<file path="src/design/hbi_pkg.sv">
// Shared constants for the host bus interface block
package hbi_pkg;
  // ----------------------------------------
  // Synchronised pin vector layout
  // ----------------------------------------
  localparam int PIN_W = 31;
  localparam int P_AS = 0;
  localparam int P_DS = 1;
  localparam int P_RD = 2;
  localparam int P_WR = 3;
  localparam int P_RW = 4;
  localparam int P_CS = 5;
  localparam int P_CHAN = 6;
  localparam int P_DC = 7;
  localparam int P_BYTE = 8;
  localparam int P_PIT = 9;
  localparam int P_SIT = 10;
  localparam int P_RXA = 11;
  localparam int P_RXB = 12;
  localparam int P_TXA = 13;
  localparam int P_TXB = 14;
  localparam int P_AD = 15;
  localparam logic [PIN_W-1:0] PIN_IDLE = {PIN_W{1'b1}};

  // ----------------------------------------
  // Bus configuration register layout
  // ----------------------------------------
  localparam int BCR_BYTE_ONLY_BIT = 0;
  localparam int BCR_UPPER_ADDR_BIT = 1;
  localparam logic [15:0] BCR_RESET = 16'h0000;
  localparam int REG_ADDR_W = 8;
  localparam logic [15:0] OE_BYTE = 16'h00FF;
  localparam logic [15:0] OE_WORD = 16'hFFFF;
  localparam logic [15:0] OE_NONE = 16'h0000;
endpackage

</file>
<file path="src/design/hbi_pin_if.sv">
// Synchronised pin levels and edge pulses between sync and core
`timescale 1ns/1ps
interface hbi_pin_if;
  import hbi_pkg::*;
  logic [PIN_W-1:0] lvl;
  logic [PIN_W-1:0] rise;
  logic [PIN_W-1:0] fall;
  modport src(output lvl, rise, fall);
  modport dst(input lvl, rise, fall);
endinterface

</file>
<file path="src/design/hbi_host_port.sv">
// Host bus interface: bus mode sensing, configuration and cycle decode
// Function
// - Multiplexed bus latches address on strobe rise
// - Remember address strobe low before configuration
// - Then capture address, selects at strobe rise
// - Accept either strobe pair without setting
// - Direction sampled at data strobe fall only
// - Overlap locks device out until reset
// - Word mode still allows byte transfers
// - Byte mode uses low eight lines only
// - Non-multiplexed byte mode option: upper lines give address
// - Acknowledge all cycles, wait only interrupt acknowledge
// - Channel select at configuration picks handshake
// - Acknowledge held low during directed cycle
// - Wait low combinationally until ready
// - Handshake output always actively driven
// - First selected write loads configuration register
// - Wait mode never asserts on register accesses
// - Data/control high reaches FIFO, low registers
// - Configuration register unreachable once written
`timescale 1ns/1ps
module hbi_host_port
  import hbi_pkg::*;
(
  // Clock and reset
  input wire logic clk,
  input wire logic arst_n,
  // Bus strobes and selects
  input wire logic addr_latch_strobe_n,
  input wire logic data_strobe_n,
  input wire logic read_strobe_n,
  input wire logic write_strobe_n,
  input wire logic read_write,
  input wire logic chip_sel_n,
  input wire logic chan_sel_a,
  input wire logic data_ctrl_sel,
  input wire logic byte_xfer_n,
  input wire logic pulsed_int_ack_n,
  input wire logic status_int_ack_n,
  input wire logic rx_dma_ack_a_n,
  input wire logic rx_dma_ack_b_n,
  input wire logic tx_dma_ack_a_n,
  input wire logic tx_dma_ack_b_n,
  // Address/data lines and handshake
  input wire logic [15:0] addr_data_lines_in,
  output logic [15:0] addr_data_lines_out,
  output logic [15:0] addr_data_lines_oe,
  output logic transfer_ack_n,
  // Core side inputs
  input wire logic [3:0] dma_ack_used,
  input wire logic int_ack_ready,
  input wire logic [REG_ADDR_W-1:0] indirect_addr,
  input wire logic [15:0] rd_data,
  // Core side outputs
  output logic [15:0] bus_config,
  output logic cfg_done,
  output logic mux_mode,
  output logic locked_out,
  output logic acc_chan_a,
  output logic [REG_ADDR_W-1:0] acc_addr,
  output logic acc_byte,
  output logic [15:0] wr_data,
  output logic reg_rd_pulse,
  output logic reg_wr_pulse,
  output logic fifo_rd_pulse,
  output logic fifo_wr_pulse
);
  // Counts active strobe or acknowledge inputs
  function automatic logic [3:0] hbi_count_active(input logic [7:0] v);
    logic [3:0] n;
    n = 4'h0;
    for (int i = 0; i < 8; i++) begin
      n = n + {3'h0, v[i]};
    end
    return n;
  endfunction

  // ----------------------------------------
  // Pin synchronisation
  // ----------------------------------------
  hbi_pin_if pin ();
  logic [PIN_W-1:0] pins_raw;
  assign pins_raw = {addr_data_lines_in, tx_dma_ack_b_n, tx_dma_ack_a_n, rx_dma_ack_b_n,
    rx_dma_ack_a_n, status_int_ack_n, pulsed_int_ack_n, byte_xfer_n, data_ctrl_sel,
    chan_sel_a, chip_sel_n, read_write, write_strobe_n, read_strobe_n, data_strobe_n,
    addr_latch_strobe_n};
  hbi_pin_sync u_sync (
    .clk(clk),
    .arst_n(arst_n),
    .pins_raw(pins_raw),
    .pin_o(pin)
  );

  logic [15:0] ad;
  logic as_low, strobe_on, iack, start_any, overlap;
  logic [7:0] act_vec;
  assign ad = pin.lvl[P_AD +: 16];
  assign as_low = ~pin.lvl[P_AS];
  assign strobe_on = ~pin.lvl[P_DS] | ~pin.lvl[P_RD] | ~pin.lvl[P_WR];
  assign iack = ~pin.lvl[P_PIT] | ~pin.lvl[P_SIT];
  assign start_any = pin.fall[P_DS] | pin.fall[P_RD] | pin.fall[P_WR];
  assign act_vec = {~pin.lvl[P_DS], ~pin.lvl[P_RD], ~pin.lvl[P_WR], ~pin.lvl[P_PIT],
    ~pin.lvl[P_RXA] & dma_ack_used[0], ~pin.lvl[P_RXB] & dma_ack_used[1],
    ~pin.lvl[P_TXA] & dma_ack_used[2], ~pin.lvl[P_TXB] & dma_ack_used[3]};
  assign overlap = hbi_count_active(act_vec) >= 4'h2;

  // ----------------------------------------
  // State
  // ----------------------------------------
  logic cfg_done_reg, cfg_done_next, as_seen_reg, as_seen_next;
  logic mux_reg, mux_next, ack_mode_reg, ack_mode_next, lock_reg, lock_next;
  logic [15:0] bus_config_reg, bus_config_next;
  logic [REG_ADDR_W-1:0] lat_addr_reg, lat_addr_next;
  logic lat_chan_reg, lat_chan_next, lat_dc_reg, lat_dc_next, lat_cs_reg, lat_cs_next;
  logic cyc_act_reg, cyc_act_next, cyc_read_reg, cyc_read_next;
  logic cyc_chan_reg, cyc_chan_next, cyc_dc_reg, cyc_dc_next, cyc_byte_reg, cyc_byte_next;
  logic [REG_ADDR_W-1:0] cyc_addr_reg, cyc_addr_next;
  logic [15:0] wdata_reg, wdata_next, ad_out_reg, ad_out_next, ad_oe_reg, ad_oe_next;
  logic [3:0] pulse_reg, pulse_next;
  logic mux_now, sel_cs, sel_chan, sel_dc, byte_only, upper_addr, cyc_end, start_ok;
  logic [REG_ADDR_W-1:0] sel_addr;

  // Selects come from the strobe-latched copy on a multiplexed bus
  always_comb begin
    byte_only = bus_config_reg[BCR_BYTE_ONLY_BIT];
    upper_addr = bus_config_reg[BCR_UPPER_ADDR_BIT];
    mux_now = cfg_done_reg ? mux_reg : (as_seen_reg | as_low);
    sel_cs = mux_now ? lat_cs_reg : ~pin.lvl[P_CS];
    sel_chan = mux_now ? lat_chan_reg : pin.lvl[P_CHAN];
    sel_dc = mux_now ? lat_dc_reg : pin.lvl[P_DC];
    if (mux_now) begin
      sel_addr = lat_addr_reg;
    end else if (byte_only && upper_addr) begin
      sel_addr = ad[15:8];
    end else begin
      sel_addr = indirect_addr;
    end
    start_ok = start_any & sel_cs & ~iack & ~lock_reg & ~cyc_act_reg;
    cyc_end = cyc_act_reg & ~strobe_on;
  end

  // ----------------------------------------
  // Bus mode sensing, lockout and address latch
  // ----------------------------------------
  always_comb begin
    as_seen_next = as_seen_reg | (~cfg_done_reg & as_low);
    lock_next = lock_reg | overlap;
    lat_addr_next = lat_addr_reg;
    lat_chan_next = lat_chan_reg;
    lat_dc_next = lat_dc_reg;
    lat_cs_next = lat_cs_reg;
    if (pin.rise[P_AS]) begin
      lat_addr_next = ad[REG_ADDR_W-1:0];
      lat_chan_next = pin.lvl[P_CHAN];
      lat_dc_next = pin.lvl[P_DC];
      lat_cs_next = ~pin.lvl[P_CS];
    end
  end

  // ----------------------------------------
  // Cycle tracking, configuration write and access pulses
  // ----------------------------------------
  always_comb begin
    cfg_done_next = cfg_done_reg;
    mux_next = mux_reg;
    ack_mode_next = ack_mode_reg;
    bus_config_next = bus_config_reg;
    cyc_act_next = cyc_act_reg;
    cyc_read_next = cyc_read_reg;
    cyc_chan_next = cyc_chan_reg;
    cyc_dc_next = cyc_dc_reg;
    cyc_byte_next = cyc_byte_reg;
    cyc_addr_next = cyc_addr_reg;
    wdata_next = wdata_reg;
    pulse_next = 4'h0;
    ad_out_next = ad_out_reg;
    ad_oe_next = OE_NONE;
    if (start_ok) begin
      cyc_act_next = 1'b1;
      cyc_read_next = pin.fall[P_DS] ? pin.lvl[P_RW] : pin.fall[P_RD];
      cyc_chan_next = sel_chan;
      cyc_dc_next = sel_dc;
      cyc_addr_next = sel_addr;
      cyc_byte_next = byte_only | ~pin.lvl[P_BYTE];
      if (cfg_done_reg && (pin.fall[P_DS] ? pin.lvl[P_RW] : pin.fall[P_RD])) begin
        pulse_next = sel_dc ? 4'h2 : 4'h1;
      end
    end else if (cyc_end) begin
      cyc_act_next = 1'b0;
      if (!cyc_read_reg) begin
        if (!cfg_done_reg) begin
          bus_config_next = wdata_reg;
          cfg_done_next = 1'b1;
          mux_next = as_seen_reg | as_low;
          ack_mode_next = ~cyc_chan_reg;
        end else begin
          pulse_next = cyc_dc_reg ? 4'h8 : 4'h4;
        end
      end
    end
    // Write data tracks the lines while the strobe is low; the synced strobe
    // rise arrives together with lines the host may already have released
    if (cyc_act_reg && !cyc_read_reg && strobe_on) begin
      wdata_next = cyc_byte_reg ? {8'h00, ad[7:0]} : ad;
    end
    if (cyc_act_reg && cyc_read_reg && strobe_on) begin
      ad_out_next = rd_data;
      ad_oe_next = cyc_byte_reg ? OE_BYTE : OE_WORD;
    end
    if (lock_reg) begin
      cyc_act_next = 1'b0;
      pulse_next = 4'h0;
      ad_oe_next = OE_NONE;
    end
  end

  // Registers of all state groups
  always_ff @(posedge clk or negedge arst_n) begin
    if (!arst_n) begin
      as_seen_reg <= 1'b0;
      lock_reg <= 1'b0;
      lat_addr_reg <= '0;
      lat_chan_reg <= 1'b0;
      lat_dc_reg <= 1'b0;
      lat_cs_reg <= 1'b0;
      cfg_done_reg <= 1'b0;
      mux_reg <= 1'b0;
      ack_mode_reg <= 1'b1;
      bus_config_reg <= BCR_RESET;
      cyc_act_reg <= 1'b0;
      cyc_read_reg <= 1'b0;
      cyc_chan_reg <= 1'b0;
      cyc_dc_reg <= 1'b0;
      cyc_byte_reg <= 1'b0;
      cyc_addr_reg <= '0;
      wdata_reg <= 16'h0000;
      pulse_reg <= 4'h0;
      ad_out_reg <= 16'h0000;
      ad_oe_reg <= OE_NONE;
    end else begin
      as_seen_reg <= as_seen_next;
      lock_reg <= lock_next;
      lat_addr_reg <= lat_addr_next;
      lat_chan_reg <= lat_chan_next;
      lat_dc_reg <= lat_dc_next;
      lat_cs_reg <= lat_cs_next;
      cfg_done_reg <= cfg_done_next;
      mux_reg <= mux_next;
      ack_mode_reg <= ack_mode_next;
      bus_config_reg <= bus_config_next;
      cyc_act_reg <= cyc_act_next;
      cyc_read_reg <= cyc_read_next;
      cyc_chan_reg <= cyc_chan_next;
      cyc_dc_reg <= cyc_dc_next;
      cyc_byte_reg <= cyc_byte_next;
      cyc_addr_reg <= cyc_addr_next;
      wdata_reg <= wdata_next;
      pulse_reg <= pulse_next;
      ad_out_reg <= ad_out_next;
      ad_oe_reg <= ad_oe_next;
    end
  end

  // ----------------------------------------
  // Outputs and handshake
  // ----------------------------------------
  // Full-time driven handshake; wait mode only stalls interrupt acknowledge
  always_comb begin
    if (lock_reg) begin
      transfer_ack_n = 1'b1;
    end else if (ack_mode_reg) begin
      transfer_ack_n = ~(cyc_act_reg | (iack & int_ack_ready));
    end else begin
      transfer_ack_n = ~(iack & ~int_ack_ready);
    end
  end

  assign addr_data_lines_out = ad_out_reg;
  assign addr_data_lines_oe = ad_oe_reg;
  assign bus_config = bus_config_reg;
  assign cfg_done = cfg_done_reg;
  assign mux_mode = mux_reg;
  assign locked_out = lock_reg;
  assign acc_chan_a = cyc_chan_reg;
  assign acc_addr = cyc_addr_reg;
  assign acc_byte = cyc_byte_reg;
  assign wr_data = wdata_reg;
  assign reg_rd_pulse = pulse_reg[0];
  assign fifo_rd_pulse = pulse_reg[1];
  assign reg_wr_pulse = pulse_reg[2];
  assign fifo_wr_pulse = pulse_reg[3];
endmodule

</file>
<file path="src/design/hbi_pin_sync.sv">
// Two-flop synchroniser with edge detection for all bus pins
`timescale 1ns/1ps
module hbi_pin_sync
  import hbi_pkg::*;
(
  // Clock and reset
  input wire logic clk,
  input wire logic arst_n,
  // Raw pins and synchronised view
  input wire logic [PIN_W-1:0] pins_raw,
  hbi_pin_if.src pin_o
);
  logic [PIN_W-1:0] s1_reg, s1_next;
  logic [PIN_W-1:0] s2_reg, s2_next;
  logic [PIN_W-1:0] s3_reg, s3_next;

  // ----------------------------------------
  // Synchroniser chain
  // ----------------------------------------
  // Next values of the chain; s1 is read only by s2
  always_comb begin
    s1_next = pins_raw;
    s2_next = s1_reg;
    s3_next = s2_reg;
  end

  // Chain registers, idle high after reset
  always_ff @(posedge clk or negedge arst_n) begin
    if (!arst_n) begin
      s1_reg <= PIN_IDLE;
      s2_reg <= PIN_IDLE;
      s3_reg <= PIN_IDLE;
    end else begin
      s1_reg <= s1_next;
      s2_reg <= s2_next;
      s3_reg <= s3_next;
    end
  end

  // ----------------------------------------
  // Edge detection per pin
  // ----------------------------------------
  assign pin_o.lvl = s2_reg;
  for (genvar i = 0; i < PIN_W; i++) begin : g_edge
    assign pin_o.rise[i] = s2_reg[i] & ~s3_reg[i];
    assign pin_o.fall[i] = ~s2_reg[i] & s3_reg[i];
  end
endmodule

</file>
<file path="config.mk">
export PLATFORM = sky130hd
export DESIGN_NAME = hbi_host_port
export DESIGN_NICKNAME = d
export VERILOG_FILES = /design/src/design/hbi_pkg.sv /design/src/design/hbi_pin_if.sv /design/src/design/hbi_host_port.sv /design/src/design/hbi_pin_sync.sv
export SDC_FILE = /design/constraint.sdc
export NUM_CORES = 1
export LEC_CHECK = 0
export BUFFER_PORTS_ARGS = -buffer_cell sky130_fd_sc_hd__buf_2
export CORE_UTILIZATION = 55
export CTS_BUF_LIST = sky130_fd_sc_hd__clkbuf_16
export CTS_CLUSTER_DIAMETER = 80
export DETAILED_ROUTE_END_ITERATION = 7
export GPL_TIMING_DRIVEN = 0
export MAX_ROUTING_LAYER = met4
export PLACE_DENSITY = 0.9
export SLEW_MARGIN = 20
export SYNTH_ARGS = -nofsm -noshare
export SYNTH_HDL_FRONTEND = slang
export SYNTH_SLANG_ARGS = --single-unit
</file>
<file path="constraint.sdc">
create_clock -name clk -period 8.5 [get_ports clk]
set_input_delay 1.7 -clock clk [delete_from_list [all_inputs] [get_ports clk]]
set_output_delay 1.7 -clock clk [all_outputs]
set_load 0.02 [all_outputs]
</file>
==> flow_summary.yaml, run 1 <==
run_status:
  status: "finished, final reports clean"
sta:
  achievable-frequency_mhz: 233
  total_count_of_max_transition_violations_in_the_final_report: 0
  hold_viol_final: 0
  final.period_utilization_pct: 50.6
  fin_worst_skew_ps: 8.79
  rsz0062_at_grt: "no"
  maxSlewHeadroom_pct: 54.8
  finalSetupViolations: 0
  worst_slack_ps: 4200
  post-route-min-period_ps: 4300
  setup-tns-final_ps: 0
  worst_slew_pin_slew_ps: 678
placed_design:
  dpl.hpwl_um: 7520
  port_buffers: 143
  preCtsSetupSlack_ps: 4100
  place.detailed.instances: 618
  place.gp.congestion: 0.724
power:
  leakage_uw: 0.00348
  power.ir.vdd_worst_mv: 0.173
  power_density_nw_per_um2: 226
  report.power.total_uw: 1580
detailed_routing:
  ant_nets: 0
  wirelength_um: 10700
  routed_via_density: 5.03
  detail_route.iter0.violations: 109
  routed-via-count: 3275
  route.detailed.wl_per_inst_um: 16.4
  drt-pass1-iter-count: 6
  post-route-drc-count: 0
finish:
  finish.cell_count_without_fillers: 651
  finalCoreUtilization_pct: 72.0
  layout-drive-gt1-share_pct: 65.4
  total_number_of_nets_in_the_final_design: 573
  n_fill_cell: 668
  area_growth_syn_to_layout_pct: 27.5
clocking:
  cts-resized-gates: 0
  cts_sinks: 149
  clock_tree.root_cell: "clkbuf_16"
  hold_buffers: 0
  cts.repair_timing.setup_buffer_count: 0
  ctsHtreeMaxLevel: 4
  worst_skew_pair.late_latency_ps: 400
  tritoncts.num_buffers: 17
  max_root_sink_buffers: 2
  clk_pin_slew_ps: 60
  cts_tree: "yes"
floorplanning:
  rows: 36
  design.die.area_um2: 10400
  start_util_pct: 56.5
  placeableCoreArea_um2: 9730
  die_h_um: 102
  io_pins: 144
  fp.dieW_um: 102
grt:
  grt_max_degree: 82
  globalRouteTotalUtil_pct: 23.2
  grt_pass1_vias: 3362
  grt_first_pass_wirelength_um: 16900
  global_route.overflow_total: 0
  antenna_found_initial: 0
yosys:
  synth_adder_area_share_pct: 2.14
  syn_inst: 341
  ys_top_cells_by_area: "dfrtp_1 (37%), dfstp_2 (32%), mux2_2 (15%), buf_4 (2.0%), mux2_4 (1.6%)"
  post_synth_num_cell_types: 32
  yosysTopAreaCell: "dfrtp_1"
  synthSimpleGateAreaFrac_pct: 5.51
  synth.yosys.warnings: 0
  synth_largest_type_area_fraction_pct: 37.3
  synthMuxAreaShare_pct: 17.3
  synthXorXnorAreaFrac_pct: 0.159
  ys_seq_area_share_pct: 69.3
  synth_area_um2: 5500
  dominant_combinational_cell_family_by_area_after_synthesis: "multiplexers"
  synth.avg_cell_area_um2: 16.1
  flop_and_latch_count_out_of_synthesis: 149
  synth_compound_gate_area_share_pct: 2.21
  postSynthNetCount: 410
setup_path:
  worstSetupStartpointType: "primary input"
  crit_required_ps: 6800
  worst_r2r_path_depth: 9
  crit_chain: "buf_2 -> xor2_1 -> a21oi_1 -> a21oi_1 -> or2_2 -> buf_2"
  crit-reg2reg-launch: "u_sync.pin_o.lvl[14]$_DFF_PN1_"
  reg2reg_slack_ps: 5450
  endpoint: "transfer_ack_n"
  cp.arrival_ps: 2600
  critical-path-slowest-cell: "or2_2"
  worstSetupStartpoint: "int_ack_ready"
  path_delay_family: "simple AND/OR/NAND/NOR gates"
  cp.depth: 6
  timing.rr.end: "locked_out$_DFF_PN0_"
  critPathMaxFanout: 1
  path_type_of_the_worst_setup_path: "in -> out"
  endpoint_kind_of_the_worst_setup_timing_path: "output port"
  cpPeakStageDelay_ps: 270
  worst-path-buf-inv: 2
run:
  maxCapViolCount: 0
worst_hold_path:
  hold_class: "reg -> reg"
[layout make-up]
class / instances / area, um2 / share of cell area [%]
Clock inverter: 15 / 164 / 2.34
Clock buffer: 17 / 425 / 6.07
Sequential cell: 149 / 3810 / 54.4
Multi-Input combinational cell: 160 / 1500 / 21.4
Antenna cell: 1 / 2.50 / 0.0357
Timing Repair Buffer: 144 / 753 / 10.7
Tap cell: 133 / 166 / 2.37
Inverter: 9 / 33.8 / 0.482
Buffer: 23 / 151 / 2.16
[stage by stage]
stage               area [um2]  hold slack (ps)
floorplan                 5500              345
global placement          6380              346
detailed placement        6420              347
CTS                       7010              352
global route              7010              354
finish                    7010              349
[power by group]
| group | switching, uW | leakage [uW] | internal [uW] |
|---|---|---|---|
| combinational | 43.4 | 0.00141 | 39.5 |
| sequential | 13.6 | 0.00178 | 750 |
| clock | 279 | 0.000287 | 458 |
| total | 336 | 0.00348 | 1250 |
[metal layers]
metal | track usage (%) | vias to the layer above | wire length, um
li1 | - | 1475 | -
met3 | 6.77 | 12 | 559
met4 | 6.37 | 0 | 116
met5 | - | - | 0
met2 | 39.9 | 125 | 5560
met1 | 26.3 | 1663 | 4420
[how the worst min path moves through the flow]
| stage | end | cells past startpoint | start |
|---|---|---|---|
| after floorplan | u_sync.pin_o.lvl[0]$_DFF_PN1_ | 0 | u_sync.s1_reg[0]$_DFF_PN1_ |
| after global placement | u_sync.pin_o.lvl[11]$_DFF_PN1_ | 0 | u_sync.s1_reg[11]$_DFF_PN1_ |
| after detailed placement | u_sync.pin_o.lvl[28]$_DFF_PN1_ | 0 | u_sync.s1_reg[28]$_DFF_PN1_ |
| after CTS | u_sync.pin_o.lvl[28]$_DFF_PN1_ | 0 | u_sync.s1_reg[28]$_DFF_PN1_ |
| after global routing | u_sync.pin_o.lvl[21]$_DFF_PN1_ | 0 | u_sync.s1_reg[21]$_DFF_PN1_ |
| final | u_sync.pin_o.lvl[27]$_DFF_PN1_ | 0 | u_sync.s1_reg[27]$_DFF_PN1_ |
[cells in the final DEF, fill, tap and decap left out, types with 3 or more instances in the layout]
cell type   netlist  final
bufinv_16         0      3
nor3b_1           3      3
nor2_1            4      4
nand3_1           5      5
clkinvlp_4        0      3
mux2_2           71     71
nor2b_1           4      4
clkbuf_16         0     17
nand2_1          12     12
dfstp_2          67     67
a21oi_1           5      5
buf_2             1    143
o21ai_0           9      9
mux2i_1           6      6
mux2_4            6      6
buf_4            15     15
dfrtp_1          82     82
inv_1             9     11
nor3_1            3      3
nand2b_1         12     12
clkbuf_1          5      5
ha_1              3      3
fa_1              4      4
[cell usage after synthesis]
| cell | count |
|---|---|
| a2111oi_4 | 1 |
| a21oi_1 | 5 |
| a221oi_1 | 1 |
| and2b_1 | 1 |
| and4b_1 | 2 |
| buf_1 | 1 |
| buf_2 | 1 |
| buf_4 | 15 |
| buf_6 | 1 |
| clkbuf_1 | 5 |
| dfrtp_1 | 82 |
| dfstp_2 | 67 |
| fa_1 | 4 |
| ha_1 | 3 |
| inv_1 | 9 |
| mux2_2 | 71 |
| mux2_4 | 6 |
| mux2i_1 | 6 |
| nand2_1 | 12 |
| nand2b_1 | 12 |
| nand3_1 | 5 |
| nor2_1 | 4 |
| nor2b_1 | 4 |
| nor3_1 | 3 |
| nor3b_1 | 3 |
| nor4b_4 | 1 |
| o21ai_0 | 9 |
| o21bai_1 | 2 |
| or2_2 | 2 |
| or2_4 | 1 |
| or2b_1 | 1 |
| xor2_1 | 1 |
[cells by family (layout without fill, tap and decap cells)]
| logic type | count (synthesis) | count (layout) |
|---|---|---|
| AOI/OAI and AO/OA | 18 | 18 |
| xor gates and xnor gates | 1 | 1 |
| adders and majority gates | 7 | 7 |
| buffers and inverters | 32 | 208 |
| DFF | 149 | 149 |
| muxes | 83 | 83 |
| other | 0 | 1 |
| and+or+nand+nor | 51 | 51 |
(Power assumes the default switching activity.)
==> inputs of run 2 (changes only) <==
--- a/config.mk
+++ b/config.mk
@@ -6,13 +6,13 @@
 export NUM_CORES = 1
 export LEC_CHECK = 0
 export BUFFER_PORTS_ARGS = -buffer_cell sky130_fd_sc_hd__buf_2
-export CORE_UTILIZATION = 55
+export CORE_UTILIZATION = 52
 export CTS_BUF_LIST = sky130_fd_sc_hd__clkbuf_16
 export CTS_CLUSTER_DIAMETER = 80
 export DETAILED_ROUTE_END_ITERATION = 7
 export GPL_TIMING_DRIVEN = 0
 export MAX_ROUTING_LAYER = met4
-export PLACE_DENSITY = 0.9
+export PLACE_DENSITY = 0.86
 export SLEW_MARGIN = 20
 export SYNTH_ARGS = -nofsm -noshare
 export SYNTH_HDL_FRONTEND = slang
==> constraint.sdc (replaced) <==
create_clock -name clk -period 4.1 [get_ports clk]
set_input_delay 0.82 -clock clk [delete_from_list [all_inputs] [get_ports clk]]
set_output_delay 0.82 -clock clk [all_outputs]
set_load 0.02 [all_outputs]
==> run 2 against run 1 <==
Net effect: sequential power grew 110%; non-clock buffer count did not move; worst setup slack lost 3200 ps; die area increased by 5.7%; largest power group unchanged; power grew 100%; sequential cell count unchanged; clock skew shrank 1.2 ps; final area shrank 0.18%; sequential share of layout area up 0.097 points; clock-buffer cell count up 3; largest cell class unchanged.
==> flow_summary.yaml, run 2 (synthesized netlist as in run 1, its figures left out) <==
grt:
  grt_pass1_vias: 3302
  grt_first_pass_wirelength_um: 16800
  globalRouteTotalUtil_pct: 21.2
  grt_max_degree: 94
  global_route.overflow_total: 0
  antenna_found_initial: 0
setup_path:
  worst_path_most_repeated_cell: "fa_1"
  cpPeakStageDelay_ps: 550
  critPathMaxFanout: 2
  cp.arrival_ps: 3390
  critical-path-slowest-cell: "fa_1"
  crit_required_ps: 4390
  worstSetupStartpointType: "primary input"
  endpoint_kind_of_the_worst_setup_timing_path: "flop"
  worst-path-buf-inv: 2
  crit_chain: "buf_2 -> nand2b_1 -> fa_1 -> inv_1 -> fa_1 -> fa_1 -> ha_1 -> fa_1 -> o21ai_0 -> nand2_1"
  path_delay_family: "adder cells"
  path_type_of_the_worst_setup_path: "in -> reg"
floorplanning:
  rows: 37
  placeableCoreArea_um2: 10300
  start_util_pct: 53.5
  die_h_um: 105
  io_pins: 144
  design.die.area_um2: 11000
  fp.dieW_um: 105
power:
  internal_power_uw: 2520
  comb_power_share_pct: 5.4
  switchingPower_uw: 699
  leakage_uw: 0.00348
  power_frac_seq_pct: 49.3
  report.power.total_uw: 3210
  part_of_the_power_in_the_clock_network_pct: 45.3
  swShare_pct: 21.8
  power.ir.vdd_worst_mv: 0.378
  power_density_nw_per_um2: 459
clocking:
  max_root_sink_buffers: 2
  tritoncts.num_buffers: 17
  cts.repair_timing.setup_buffer_count: 0
  worst_skew_pair.late_latency_ps: 410
  clock_tree.root_cell: "clkbuf_16"
  cts_sinks: 149
  ctsHtreeMaxLevel: 4
  cts_tree: "yes"
  clk_pin_slew_ps: 60
  cts-resized-gates: 0
  hold_buffers: 0
run:
  maxCapViolCount: 0
detailed_routing:
  detail_route.iter0.violations: 139
  topRoutingLayerUsed: "met4"
  routed_via_density: 4.84
  met2RoutedLength_um: 5540
  routed-via-count: 3162
  route.detailed.wl_per_inst_um: 15.8
  detailroute.wirelength.met3_um: 382
  routedLengthMet1_um: 4350
  wirelength_um: 10300
  ant_nets: 0
  drt-pass1-iter-count: 4
  post-route-drc-count: 0
placed_design:
  place.detailed.instances: 621
  place.gp.congestion: 0.788
  preCtsSetupSlack_ps: 634
  dpl.hpwl_um: 7180
  port_buffers: 143
finish:
  finish.cell_count_without_fillers: 653
  final_common_cell: "buf_2"
  multi_input_combinational_cell_area_um2: 1500
  layout_common_cells: "buf_2 (143), dfrtp_1 (82), mux2_2 (71), dfstp_2 (67), clkbuf_16 (20)"
  seq_area_um2: 3810
  antenna_cells_inserted: 0
  layout-drive-gt1-share_pct: 65.6
  total_number_of_nets_in_the_final_design: 573
  n_fill_cell: 707
  area_growth_syn_to_layout_pct: 27.3
sta:
  final.period_utilization_pct: 75.5
  achievable-frequency_mhz: 323
  setup-tns-final_ps: 0
  fin_worst_skew_ps: 7.55
  worst_slew_pin_slew_ps: 691
  worst_slack_ps: 1000
  rsz0062_at_grt: "no"
  post-route-min-period_ps: 3100
  maxSlewHeadroom_pct: 54.0
  total_count_of_max_transition_violations_in_the_final_report: 0
  finalSetupViolations: 0
  hold_viol_final: 0
worst_hold_path:
  hold_class: "in -> async"
run_status:
  status: "finished, final reports clean"
run 2: layout make-up:
class / count / area share [%]
multi-input combinational: 160 / 21.4
buffer: 23 / 2.16
clock inverter: 12 / 1.07
tap: 136 / 2.43
clock buffer: 20 / 7.15
sequential: 149 / 54.5
timing repair buffer: 144 / 10.8
inverter: 9 / 0.483
run 2: worst paths after layout:
path                                                     start                                   to  slack (ps)  cells after the start
worst max-delay path                           dma_ack_used[3]                 locked_out$_DFF_PN0_        1000                     10
worst min-delay path                                    arst_n  addr_data_lines_out[15]$_DFFE_PN0P_         320                      1
worst max register to register  u_sync.pin_o.lvl[14]$_DFF_PN1_                 locked_out$_DFF_PN0_        1060                      9
worst min register to register     u_sync.s1_reg[20]$_DFF_PN1_       u_sync.pin_o.lvl[20]$_DFF_PN1_         350                      0
max in group asynchronous                               arst_n          u_sync.s1_reg[12]$_DFF_PN1_        3000                      2
min in group clk                   u_sync.s1_reg[20]$_DFF_PN1_       u_sync.pin_o.lvl[20]$_DFF_PN1_         350                      0
run 2: power groups by stage:
stage / sequential, uW / combinational, uW / clock [uW]
global placement: 1600 / 159 / 0
detailed placement: 1610 / 172 / 0
global route: 1590 / 194 / 1560
floorplan: 1610 / 75.0 / 0
CTS: 1580 / 177 / 1490
finish: 1580 / 174 / 1460
run 2: metal layers:
layer | GRT usage [%] | up-vias
met4 | 6.94 | 0
met2 | 35.5 | 93
met1 | 25.4 | 1585
met5 | - | -
met3 | 4.99 | 4
li1 | - | 1480
run 2: per-stage QoR:
step                instance area (um2)  hold slack, ps  util, %
global placement                   6380             346     62.1
finish                             7000             318     68.1
floorplan                          5500             345        -
CTS                                7000             320     68.1
detailed placement                 6420             347     62.5
global route                       7000             329     68.1
==> inputs of run 3 (changes only) <==
==> constraint.sdc (replaced) <==
create_clock -name clk -period 3 [get_ports clk]
set_input_delay 0.6 -clock clk [delete_from_list [all_inputs] [get_ports clk]]
set_output_delay 0.6 -clock clk [all_outputs]
set_load 0.02 [all_outputs]
==> run 3 against run 2 <==
Net effect: cell count decreased by 0.15%; critical path type is now reg -> reg; core utilization increased by 0.55 points; non-clock buffer count unchanged; critical path depth decreased by 1; global-route usage increased by 0.85 points; clock-buffer cell count decreased by 2; worst setup slack got worse by 940 ps; critical endpoint unchanged; clock power increased by 50%; final area increased by 0.80%; register-to-register slack got worse by 1000 ps; sequential power increased by 37%.
==> flow_summary.yaml, run 3 (synthesized netlist as in run 1, its figures left out) <==
power:
  part_of_the_power_in_the_clock_network_pct: 47.7
  power_frac_seq_pct: 47.1
  power_density_nw_per_um2: 652
  switchingPower_uw: 936
  swShare_pct: 20.4
  report.power.total_uw: 4600
  comb_power_share_pct: 5.3
  power.ir.vdd_worst_mv: 0.545
  internal_power_uw: 3660
  leakage_uw: 0.00351
clocking:
  cts_sinks: 149
  max_root_sink_buffers: 2
  cts_tree: "yes"
  ctsHtreeMaxLevel: 4
  clk_pin_slew_ps: 60
  tritoncts.num_buffers: 17
  worst_skew_pair.late_latency_ps: 420
  cts.repair_timing.setup_buffer_count: 0
  hold_buffers: 0
  cts-resized-gates: 0
  clock_tree.root_cell: "clkbuf_16"
grt:
  globalRouteTotalUtil_pct: 22.0
  grt_first_pass_wirelength_um: 17300
  grt_pass1_vias: 3396
  global_route.overflow_total: 0
  grt_max_degree: 109
  antenna_found_initial: 0
floorplanning:
  design.die.area_um2: 11000
  die_h_um: 105
  rows: 37
  start_util_pct: 53.5
  placeableCoreArea_um2: 10300
  fp.dieW_um: 105
  io_pins: 144
finish:
  total_number_of_nets_in_the_final_design: 573
  finalCoreUtilization_pct: 68.6
  n_fill_cell: 711
  layout_common_cells: "buf_2 (143), dfrtp_1 (82), mux2_2 (71), dfstp_2 (67), clkbuf_16 (18)"
  final_common_cell: "buf_2"
  area_growth_syn_to_layout_pct: 28.3
  layout-drive-gt1-share_pct: 65.7
  antenna_cells_inserted: 0
sta:
  rsz0062_at_grt: "yes"
  worst_slew_pin_slew_ps: 701
  finalSetupViolations: 0
  post-route-min-period_ps: 2940
  setup-tns-final_ps: 0
  fin_worst_skew_ps: 13.7
  hold_viol_final: 0
  final.period_utilization_pct: 97.9
  maxSlewHeadroom_pct: 53.3
  total_count_of_max_transition_violations_in_the_final_report: 0
  achievable-frequency_mhz: 341
detailed_routing:
  post-route-drc-count: 0
  detail_route.iter0.violations: 143
  wirelength_um: 10600
  topRoutingLayerUsed: "met4"
  met2RoutedLength_um: 5450
  route.detailed.wl_per_inst_um: 16.3
  routed-via-count: 3177
  ant_nets: 0
  routedLengthMet1_um: 4590
  drt-pass1-iter-count: 4
  routed_via_density: 4.87
  detailroute.wirelength.met3_um: 419
setup_path:
  endpoint_kind_of_the_worst_setup_timing_path: "flop"
  crit_required_ps: 3300
  critical-path-slowest-cell: "dfstp_2"
  cpPeakStageDelay_ps: 520
  worst_path_most_repeated_cell: "fa_1"
  path_type_of_the_worst_setup_path: "reg -> reg"
  crit_chain: "nand2b_4 -> fa_1 -> inv_1 -> fa_1 -> fa_1 -> ha_2 -> fa_1 -> nor2_1 -> nand2_1"
  worst_r2r_path_depth: 9
  critPathMaxFanout: 2
  cp.arrival_ps: 3230
  worstSetupStartpointType: "flop"
run_status:
  status: "finished, final reports clean"
placed_design:
  dpl.hpwl_um: 7070
  port_buffers: 143
  place.gp.congestion: 0.787
worst_hold_path:
  hold_class: "in -> async"
run:
  maxCapViolCount: 0
==> run 3: worst paths after layout <==
| kind | slack [ps] | to | start |
|---|---|---|---|
| min | 60 | addr_data_lines_out[8]$_DFFE_PN0P_ | arst_n |
| min reg2reg | 350 | u_sync.pin_o.lvl[2]$_DFF_PN1_ | u_sync.s1_reg[2]$_DFF_PN1_ |
| max | 60 | locked_out$_DFF_PN0_ | u_sync.pin_o.lvl[13]$_DFF_PN1_ |
| max reg2reg | 60 | locked_out$_DFF_PN0_ | u_sync.pin_o.lvl[13]$_DFF_PN1_ |
| min in group clk | 280 | u_sync.s1_reg[18]$_DFF_PN1_ | addr_data_lines_in[3] |
| max in group asynchronous | 2130 | u_sync.s1_reg[20]$_DFF_PN1_ | arst_n |
==> run 3: power groups by stage <==
stage / registers (uW) / logic (uW) / clock network, uW
after floorplan: 2200 / 104 / 0
after global placement: 2190 / 219 / 0
after detailed placement: 2200 / 236 / 0
after CTS: 2160 / 243 / 2230
after global routing: 2170 / 270 / 2320
final: 2160 / 242 / 2190
==> run 3: per-stage QoR <==
stage	hold WS [ps]	area, um2	std cells	setup WS (ps)
after floorplan	304	5500	341	9.78
after global placement	345	6390	620	-551
after detailed placement	347	6420	621	-197
after CTS	58.8	7040	652	23.5
after global routing	60.6	7050	652	-96.5
final	55.9	7050	652	64.4
==> run 3: cell type report <==
class | count | area [um2] | share of cell area, %
Inverter | 9 | 33.8 | 0.479
Multi-Input combinational cell | 160 | 1520 | 21.5
Clock inverter | 13 | 164 | 2.32
Timing Repair Buffer | 144 | 753 | 10.7
Buffer | 23 | 151 | 2.15
Tap cell | 136 | 170 | 2.41
Clock buffer | 18 | 450 | 6.39
Sequential cell | 149 | 3810 | 54.1
==> run 3: worst max-delay path: cells and delay by family, from the launching register on <==
family                     cells  cell delay (ps)
buffers and inverters          1               80
DFF                            1              520
adders and majority gates      5             1950
and+or+nand+nor                3              270
==> run 3: routing by layer <==
metal / GRT usage (%) / vias up
li1: - / 1470
met1: 26.9 / 1594
met2: 35.0 / 98
met3: 5.80 / 15
met4: 9.15 / 0
met5: - / -
